**config.mk**
```make
export PLATFORM = sky130hd
export DESIGN_NAME = fbo_host
export DESIGN_NICKNAME = d
export VERILOG_FILES = /design/src/fbo_pkg.sv /design/src/fbo_host.sv
export SDC_FILE = /design/constraint.sdc
export NUM_CORES = 1
export LEC_CHECK = 0
export BUFFER_PORTS_ARGS = -buffer_cell sky130_fd_sc_hd__buf_2
export CAP_MARGIN = 10
export CORE_MARGIN = 5
export CORE_UTILIZATION = 25
export CTS_CLUSTER_DIAMETER = 200
export DETAILED_ROUTE_END_ITERATION = 7
export GPL_ROUTABILITY_DRIVEN = 0
export SETUP_SLACK_MARGIN = 0.4
export SLEW_MARGIN = 0
export SYNTH_ARGS = -nofsm -noshare
export SYNTH_HDL_FRONTEND = slang
export SYNTH_SLANG_ARGS = --single-unit
```
**constraint.sdc**
```tcl
create_clock -name i_core_clk -period 3.75 [get_ports i_core_clk]
set_clock_uncertainty 0.2 [all_clocks]
set_input_delay 0 -clock i_core_clk [delete_from_list [all_inputs] [get_ports i_core_clk]]
set_output_delay 0 -clock i_core_clk [all_outputs]
set_load 0.02 [all_outputs]
```
**src/fbo_pkg.sv**
```systemverilog
/*
 * fbo_pkg: shared constants for the parallel nor flash bus controller.
 * assumes a 25 mhz core clock; all pin timings become cycle counts here.
 */
package fbo_pkg;
    // ----------------------------------------------------------------
    // clock and timing
    // ----------------------------------------------------------------
    localparam int CLK_PERIOD_NS = 40;
    // access time of the array, chip select and address paths
    localparam int SELECT_ACCESS_DELAY_NS = 90;
    localparam int ACC_CYC =
        (SELECT_ACCESS_DELAY_NS + CLK_PERIOD_NS - 1) / CLK_PERIOD_NS;
    // strobe low and high widths for a write
    localparam int WR_PULSE_NS = 45;
    localparam int WR_CYC = (WR_PULSE_NS + CLK_PERIOD_NS - 1) / CLK_PERIOD_NS;
    // reset pulse width and recovery before first access
    localparam int RST_PULSE_NS = 500;
    localparam int RST_CYC =
        (RST_PULSE_NS + CLK_PERIOD_NS - 1) / CLK_PERIOD_NS;
    localparam int RST_RECOV_NS = 50;
    localparam int RECOV_CYC =
        (RST_RECOV_NS + CLK_PERIOD_NS - 1) / CLK_PERIOD_NS;
    localparam int CNT_W = 5;

    // ----------------------------------------------------------------
    // register map of the controller
    // ----------------------------------------------------------------
    localparam logic [3:0] REG_CTRL   = 4'h0; // w: go/op/byte
    localparam logic [3:0] REG_ADDR   = 4'h1; // rw: 20-bit address
    localparam logic [3:0] REG_WDATA  = 4'h2; // rw: write data
    localparam logic [3:0] REG_RDATA  = 4'h3; // r: last read data
    localparam logic [3:0] REG_STATUS = 4'h4; // r: busy, ready pin, state
    localparam int CTRL_GO_BIT   = 0;
    localparam int CTRL_OP_LO    = 1; // two bits of operation code
    localparam int CTRL_BYTE_BIT = 3; // 1 selects byte configuration
    localparam logic [1:0] OP_READ  = 2'h0;
    localparam logic [1:0] OP_WRITE = 2'h1;
    localparam logic [1:0] OP_RESET = 2'h2;
    localparam logic [1:0] OP_IDLE  = 2'h3;

    // ----------------------------------------------------------------
    // controller states, one-hot
    // ----------------------------------------------------------------
    typedef enum logic [5:0] {
        ST_STBY  = 6'h01,
        ST_RD    = 6'h02,
        ST_WR_LO = 6'h04,
        ST_WR_HI = 6'h08,
        ST_RST   = 6'h10,
        ST_RECOV = 6'h20
    } fbo_state_type;
endpackage

```
**src/fbo_host.sv**
```systemverilog
/*
 * fbo_host: host-side bus controller for an asynchronous nor flash.
 * assumes the flash pins are wired directly; pin inputs are synchronous.
 */
// Behaviour
// - read: select and gate low, strobe high
// - strobe stays high throughout every read
// - command write: strobe, select low, gate high
// - short program mode: two write cycles
`timescale 1ns/1ns
`default_nettype none
module fbo_host
    import fbo_pkg::*;
(
    // clock and reset
    input  wire logic        i_core_clk,
    input  wire logic        i_rst,
    // software register port
    input  wire logic [3:0]  i_reg_addr,
    input  wire logic [31:0] i_reg_wdata,
    input  wire logic        i_reg_wr,
    input  wire logic        i_reg_rd,
    output logic      [31:0] o_reg_rdata,
    // flash control pins, all active low except width select
    output logic             o_chip_sel_n,
    output logic             o_out_gate_n,
    output logic             o_wr_strobe_n,
    output logic             o_flash_rst_n,
    output logic             o_word_mode,
    output logic      [18:0] o_addr,
    // flash data pins
    input  wire logic [15:0] i_data,
    output logic      [15:0] o_data,
    output logic      [15:0] o_data_oe,
    // ready pin from the flash, low while busy
    input  wire logic        i_op_done_flag
);
    // ----------------------------------------------------------------
    // state
    // ----------------------------------------------------------------
    fbo_state_type     state_q, state_d;     // sequencer state
    logic [CNT_W-1:0]  cnt_q, cnt_d;         // phase timer
    logic [19:0]       addr_q, addr_d;       // a18..a0 plus low bit
    logic [15:0]       wdata_q, wdata_d;     // data for a write
    logic [15:0]       rdata_q, rdata_d;     // captured read data
    logic              byte_q, byte_d;       // byte configuration
    logic              word_q, word_d;       // width pin, high for words
    logic [31:0]       rreg_q, rreg_d;       // register read data
    logic              ce_q, ce_d;
    logic              oe_q, oe_d;
    logic              we_q, we_d;
    logic              frst_q, frst_d;
    logic [18:0]       pa_q, pa_d;           // address pins
    logic [15:0]       pd_q, pd_d;           // data pins out
    logic [15:0]       pe_q, pe_d;           // data pin enables
    logic              go;                   // software start pulse
    logic [1:0]        op;

    assign go = i_reg_wr && i_reg_addr == REG_CTRL
                && i_reg_wdata[CTRL_GO_BIT];
    assign op = i_reg_wdata[CTRL_OP_LO +: 2];

    // ----------------------------------------------------------------
    // next-state logic
    // ----------------------------------------------------------------
    always_comb begin
        state_d = state_q;
        cnt_d   = cnt_q;
        addr_d  = addr_q;
        wdata_d = wdata_q;
        rdata_d = rdata_q;
        byte_d  = byte_q;
        word_d  = word_q;
        ce_d    = ce_q;
        oe_d    = oe_q;
        we_d    = we_q;
        frst_d  = frst_q;
        pa_d    = pa_q;
        pd_d    = pd_q;
        pe_d    = pe_q;
        // plain register writes, only honoured while idle
        if (i_reg_wr && state_q == ST_STBY) begin
            if (i_reg_addr == REG_ADDR) begin
                addr_d = i_reg_wdata[19:0];
            end
            if (i_reg_addr == REG_WDATA) begin
                wdata_d = i_reg_wdata[15:0];
            end
        end
        case (state_q)
            ST_STBY: begin
                // idle: select and reset high leaves the part in standby
                ce_d   = 1'b1;
                oe_d   = 1'b1;
                we_d   = 1'b1;
                frst_d = 1'b1;
                pe_d   = 16'h0000;
                if (go) begin
                    byte_d = i_reg_wdata[CTRL_BYTE_BIT];
                    // own flop so the width pin needs no inverter
                    word_d = ~i_reg_wdata[CTRL_BYTE_BIT];
                    cnt_d  = '0;
                    // address a18..a0 on pins; byte mode adds low bit
                    pa_d = addr_q[19:1];
                    if (op == OP_READ) begin
                        // select and gate low, strobe held high
                        ce_d    = 1'b0;
                        oe_d    = 1'b0;
                        we_d    = 1'b1;
                        state_d = ST_RD;
                    end else if (op == OP_WRITE) begin
                        // gate high first so the bus never fights
                        // one bus cycle per write, so short sequences fit
                        ce_d    = 1'b0;
                        oe_d    = 1'b1;
                        state_d = ST_WR_LO;
                    end else if (op == OP_RESET) begin
                        frst_d  = 1'b0;
                        state_d = ST_RST;
                    end
                end
                // byte mode: line 15 drives the low address bit
                if (go && i_reg_wdata[CTRL_BYTE_BIT]) begin
                    pe_d = 16'h8000;
                    pd_d = {addr_q[0], 15'h0000};
                end
            end
            ST_RD: begin
                // data valid after the access time from select
                cnt_d = cnt_q + 1'b1;
                if (cnt_q == CNT_W'(ACC_CYC)) begin
                    // word mode takes all lines, byte mode the low eight
                    rdata_d = byte_q ? {8'h00, i_data[7:0]}
                                     : i_data;
                    ce_d    = 1'b1;
                    oe_d    = 1'b1;
                    pe_d    = 16'h0000;
                    state_d = ST_STBY;
                end
            end
            ST_WR_LO: begin
                // strobe falls after address is set: address latched here
                we_d  = 1'b0;
                pd_d  = byte_q ? {addr_q[0], 7'h00, wdata_q[7:0]}
                               : wdata_q;
                pe_d  = byte_q ? 16'h80ff : 16'hffff;
                cnt_d = cnt_q + 1'b1;
                if (cnt_q == CNT_W'(WR_CYC)) begin
                    // strobe rises before select: data latched here
                    we_d    = 1'b1;
                    cnt_d   = '0;
                    state_d = ST_WR_HI;
                end
            end
            ST_WR_HI: begin
                cnt_d = cnt_q + 1'b1;
                if (cnt_q == CNT_W'(WR_CYC)) begin
                    // deselect is harmless to an embedded operation
                    ce_d    = 1'b1;
                    pe_d    = 16'h0000;
                    state_d = ST_STBY;
                end
            end
            ST_RST: begin
                cnt_d = cnt_q + 1'b1;
                if (cnt_q == CNT_W'(RST_CYC)) begin
                    frst_d  = 1'b1;
                    cnt_d   = '0;
                    state_d = ST_RECOV;
                end
            end
            ST_RECOV: begin
                // wait recovery and until the ready pin returns high
                if (cnt_q != CNT_W'(RECOV_CYC)) begin
                    cnt_d = cnt_q + 1'b1;
                end else if (i_op_done_flag) begin
                    state_d = ST_STBY;
                end
            end
            default: begin
                state_d = ST_STBY;
            end
        endcase
    end

    // ----------------------------------------------------------------
    // register read mux, data one cycle after the strobe
    // ----------------------------------------------------------------
    always_comb begin
        rreg_d = 32'h0000_0000;
        if (i_reg_rd) begin
            case (i_reg_addr)
                REG_ADDR:   rreg_d = {12'h000, addr_q};
                REG_WDATA:  rreg_d = {16'h0000, wdata_q};
                REG_RDATA:  rreg_d = {16'h0000, rdata_q};
                REG_STATUS: rreg_d = {24'h000000, state_q,
                                      i_op_done_flag,
                                      state_q != ST_STBY};
                default:    rreg_d = 32'h0000_0000;
            endcase
        end
    end

    // ----------------------------------------------------------------
    // registers
    // ----------------------------------------------------------------
    always_ff @(posedge i_core_clk or posedge i_rst) begin
        if (i_rst) begin
            state_q <= ST_STBY;
            cnt_q   <= '0;
            addr_q  <= 20'h00000;
            wdata_q <= 16'h0000;
            rdata_q <= 16'h0000;
            byte_q  <= 1'b0;
            word_q  <= 1'b1;
            rreg_q  <= 32'h0000_0000;
            ce_q    <= 1'b1;
            oe_q    <= 1'b1;
            we_q    <= 1'b1;
            frst_q  <= 1'b0;
            pa_q    <= 19'h00000;
            pd_q    <= 16'h0000;
            pe_q    <= 16'h0000;
        end else begin
            state_q <= state_d;
            cnt_q   <= cnt_d;
            addr_q  <= addr_d;
            wdata_q <= wdata_d;
            rdata_q <= rdata_d;
            byte_q  <= byte_d;
            word_q  <= word_d;
            rreg_q  <= rreg_d;
            ce_q    <= ce_d;
            oe_q    <= oe_d;
            we_q    <= we_d;
            frst_q  <= frst_d;
            pa_q    <= pa_d;
            pd_q    <= pd_d;
            pe_q    <= pe_d;
        end
    end

    // outputs straight from flip-flops
    assign o_reg_rdata   = rreg_q;
    assign o_chip_sel_n  = ce_q;
    assign o_out_gate_n  = oe_q;
    assign o_wr_strobe_n = we_q;
    assign o_flash_rst_n = frst_q;
    assign o_word_mode   = word_q;
    assign o_addr        = pa_q;
    assign o_data        = pd_q;
    assign o_data_oe     = pe_q;
endmodule
`default_nettype wire

```
## Word level (Yosys, flattened, before mapping)

Index checks and enable logic that the tools add are counted.

- Register bits after elaboration: 152
- Logic and storage cells: 112
- Output and inout bits: 88
- Input port bits: 57

- Bitwise operators: 1
- Reductions and logical operators: 24
- Add/subtract/negate cells: 1
- Equality and inequality tests: 27
- Muxes and demuxes: 44

Operators by type and width:

| cell | count |
|---|---|
| $mux 16 | 6 |
| $pmux 20 s4 | 1 |
| $pmux 16 s4 | 1 |
| $mux 6 | 10 |
| $pmux 6 s6 | 1 |
| $pmux 16 s2 | 1 |
| $pmux 5 s5 | 1 |
| $mux 20 | 1 |
| $mux 5 | 4 |
| $ne 2x2->1 const B | 8 |
| $mux 15 | 1 |
| $reduce_and 2->1 | 7 |
| $mux 1 | 13 |
| $eq 5x2->1 const B | 2 |
| $reduce_and 3->1 | 3 |
| $eq 4x2->1 const B | 2 |
| $reduce_and 8->1 | 1 |
| $eq 6x1->1 const B | 1 |
| $eq 6x2->1 const B | 1 |
| $eq 6x3->1 const B | 1 |
| $eq 6x4->1 const B | 1 |
| $eq 6x5->1 const B | 1 |
| $eq 6x6->1 const B | 1 |
| $ne 6x1->1 const B | 1 |
| 20 further kinds | 27 |

## Logic depth before layout (Yosys ltp)

- Depth after elaboration: 6
- Depth in mapped cells: 9
- Gate-level depth less buffers: 7

## Worst setup path before layout

OpenSTA, ideal clock, no wires.

- Kind: register to register
- Start: register cnt_q[0] (netlist name)
- End: register pd_q[8], in the netlist o_data[8]
- Setup slack: 1435 ps
- Required time: 3429 ps
- Stages on the path, launching flop included: 10
- Data arrival time: 1994 ps
- Path buffers: 2
- Path through: dfrtp_1 inv_1 ha_1 or4b_4 nand3_2 nand4_4 or2_1 buf_6 buf_6 a22o_1

RTL lines:

| what | RTL line | source |
|---|---|---|
| end signal, assigned | fbo_host.sv:238 | `pd_q <= pd_d;` |
| end, declared | fbo_host.sv:54 | `logic [15:0] pd_q, pd_d;` |

## Worst setup path in the final report

- Start: register state_q[1]
- End: register wdata_q[5]

- Cells in the longest elaborated chain, start to end: 3

Ends and longest elaborated chain:

| what | RTL line | source |
|---|---|---|
| start, declared | fbo_host.sv:41 | `fbo_state_type state_q, state_d;` |
| start signal, assigned | fbo_host.sv:225 | `state_q <= state_d;` |
| $eq 6x1->1 | fbo_host.sv:82 | `if (i_reg_wr && state_q == ST_STBY) begin` |
| $logic_and 1x1->1 | fbo_host.sv:82 |  |
| $reduce_and 2->1 (no source line) | n/a |  |
| end signal, assigned | fbo_host.sv:228 | `wdata_q <= wdata_d;` |
| end, declared | fbo_host.sv:44 | `logic [15:0] wdata_q, wdata_d;` |

No other way between the ends.
A chain may end at the register's enable or synchronous reset.

==> results_dict.tcl <==
set metrics [dict create \
    status "completed" \
    drtAntennaViolNets 0 \
    rsz0062_at_grt "false" \
    overflow 0 \
    grt_pass1_vias 4200 \
    die_y_um 160 \
    fin_crit_sh_pct 85.5 \
    slew_violations 0 \
    tritoncts "built" \
    place_area_mm2 0.00638 \
    min_from "i_reg_addr[2]" \
    clk_pin_slew_ps 60 \
    ctsRootBufferMaster "clkbuf_16" \
    worstPathRequired_ps 3850 \
    top_layer "met5" \
    slew_headroom_pct 37.8 \
    syn_area_mm2 0.00561 \
    portBuffers 120 \
    setup-tns-final_ps 0 \
    period_needed_ps 3210 \
    avgRoutedWirePerCell_um 16.8 \
    max_cap_violations 0 \
    grt_max_degree 128 \
    final_cell_mix "dfrtp_1 (122), buf_2 (120), nand2_1 (90)" \
    die_width_um 160 \
    drt_pass1_iterations 6 \
    cts_resized 0 \
    clkSinkCount 127 \
    tightest_slew_ps 930 \
    synthCells 491 \
    ios 145 \
    synth-edff-count 0 \
    async_reset_ff_share_pct 100 \
    wl_met3_um 960 \
    ys_ff_latch 127 \
    core_area_mm2 0.0220 \
    cts_setup_buffers 0 \
    path_max_fanout 16 \
    peakVddDrop_uv 338 \
    dpl.hpwl_mm 11.4 \
    drc 0 \
    met2_length_mm 6.92 \
    first_iter_violations 295 \
    antenna_found_initial 2 \
    drt_wl_total_mm 15.7 \
    crit_start "state_q[1]" \
    synth.distinct_cells 51 \
    fmax_ghz 0.312 \
    endpoint_kind "flop" \
    syn_to_final_growth_pct 32.9 \
    clock_path_buffers 2 \
    wl_met1_mm 7.61 \
    vias_per_cell 4.47 \
    startpoint_type "flop" \
    grtUsageTotal_pct 12.5 \
    die-area_mm2 0.0255 \
    start_util_pct 25.5 \
    final_common_cell "dfrtp_1" \
    crit_type "flop to flop" \
    p_per_area_mw_per_mm2 686 \
    fin_nets 707 \
    postSynthAreaPerCell_um2 11.4 \
    yosys_warnings 0 \
    arrival_ps 3310 \
    r2r-start "state_q[1]" \
    cts_buffers 17 \
    cts_hold_buf 44 \
    worstHoldPathType "primary input to flop" \
    grt_pass1_wl_mm 25.1 \
    synthFlopType "dfrtp_1" \
    final_area_mm2 0.00745 \
    final_hold_viol_count 0 \
    yosysSeqAreaShare_pct 56.8 \
    htreeDepth 4 \
    clock_latency_ps 420 \
    final-setup-viol-count 0 \
    layout-drive-gt1-share_pct 29.3 \
    via_count 4186 \
    core.rowCount 54 \
    p_leak_nw 3.73 \
]
==> critical path, stage by stage (launching register included) <==
cell           delay, ps
dfrtp_1              520
nor4_2               550
and3_1               540
nand3_4              330
mux2_1               400
dlygate4sd3_1        560
==> area by class of cell <==
type | count | area [µm²]
Clock buffer | 22 | 494
Inverter | 9 | 37.5
Sequential cell | 127 | 3180
Fill cell | 2198 | 14500
Tap cell | 280 | 350
Timing Repair Buffer | 173 | 1120
Multi-Input combinational cell | 315 | 2130
Antenna cell | 1 | 2.50
Clock inverter | 10 | 133
==> registers in the layout (all words and copies together), names as in the netlist <==
name and cells:
rdata_q 16, o_data_oe 3, o_chip_sel_n 1, wdata_q 16, o_out_gate_n 1, o_wr_strobe_n 1
cnt_q 5, o_flash_rst_n 1, o_reg_rdata 20, o_word_mode 1, o_data 16, o_addr 19
byte_q 1, addr_q 20, state_q 6
==> per-stage QoR <==
| stage | std cells | total power (W) | setup WS, ps | hold slack (ps) | util (%) |
|---|---|---|---|---|---|
| floorplan | 502 | 0.00298 | 1440 | -125 | - |
| global placement | 860 | 0.00335 | 951 | 13.4 | 29.1 |
| detailed placement | 860 | 0.00338 | 901 | 24.8 | 29.1 |
| CTS | 936 | 0.00517 | 588 | 19.8 | 33.9 |
| global route | 937 | 0.00540 | 401 | 51.4 | 33.9 |
| finish | 937 | 0.00511 | 543 | 50.0 | 33.9 |
==> power breakdown <==
part | total (W) | switching (W) | internal [W]
Combinational | 0.00130 | 0.000748 | 0.000553
Clock | 0.00172 | 0.000591 | 0.00113
Sequential | 0.00210 | 0.000347 | 0.00175
==> cells in the mapped netlist (all sizes together) (2+ instances only) <==
cell type / number / share of area (%)
o21ai: 19 / 1.7
a21bo: 2 / 0.36
nor2b: 4 / 0.45
nor4b: 5 / 0.78
a22oi: 3 / 0.40
a22o: 15 / 2.3
nand4b: 3 / 0.47
nor3: 4 / 0.36
and3: 6 / 0.67
dfrtp: 122 / 54
mux2: 44 / 8.8
nand3b: 2 / 0.27
a32o: 3 / 0.54
clkbuf: 13 / 0.87
ha: 7 / 1.6
o22ai: 2 / 0.22
buf: 38 / 4.8
inv: 9 / 0.60
nand2: 90 / 6.0
nand2b: 12 / 1.3
nor2: 20 / 1.3
xor2: 3 / 0.47
nand3: 9 / 1.2
a31oi: 3 / 0.33
nor4: 2 / 0.60
nand4: 6 / 0.94
dfstp: 5 / 2.3
a21o: 2 / 0.27
a21oi: 11 / 0.98
a222oi: 15 / 2.7
==> kinds of logic (layout without fill, tap and decap cells) <==
group	count (synthesis)	after routing	synth area share [%]
buffers and inverters	60	214	6.22
multiplexers	45	45	9.01
adder cells (fa/ha/maj)	7	7	1.56
AO/OA/AOI/OAI	79	79	10.4
XOR/XNOR	4	4	0.625
flip-flops	127	127	56.8
other	1	13	0.0669
AND/OR/NAND/NOR	168	168	15.3
==> layer usage <==
metal	vias up	track usage [%]
met5	-	0
met4	2	4.07
met3	17	3.71
met2	136	18.4
met1	2025	17.8
li1	2006	-
==> final timing paths <==
kind                       slack, ps             end  cells past startpoint
min                               50  o_reg_rdata[0]                      4
min in group asynchronous        100      o_addr[15]                      4
min reg2reg                      270       o_addr[3]                      2
max                              540      wdata_q[5]                      5
max in group asynchronous       2690      rdata_q[2]                      4
max reg2reg                      540      wdata_q[5]                      5
Note: power is estimated with default switching activity, not from simulation.
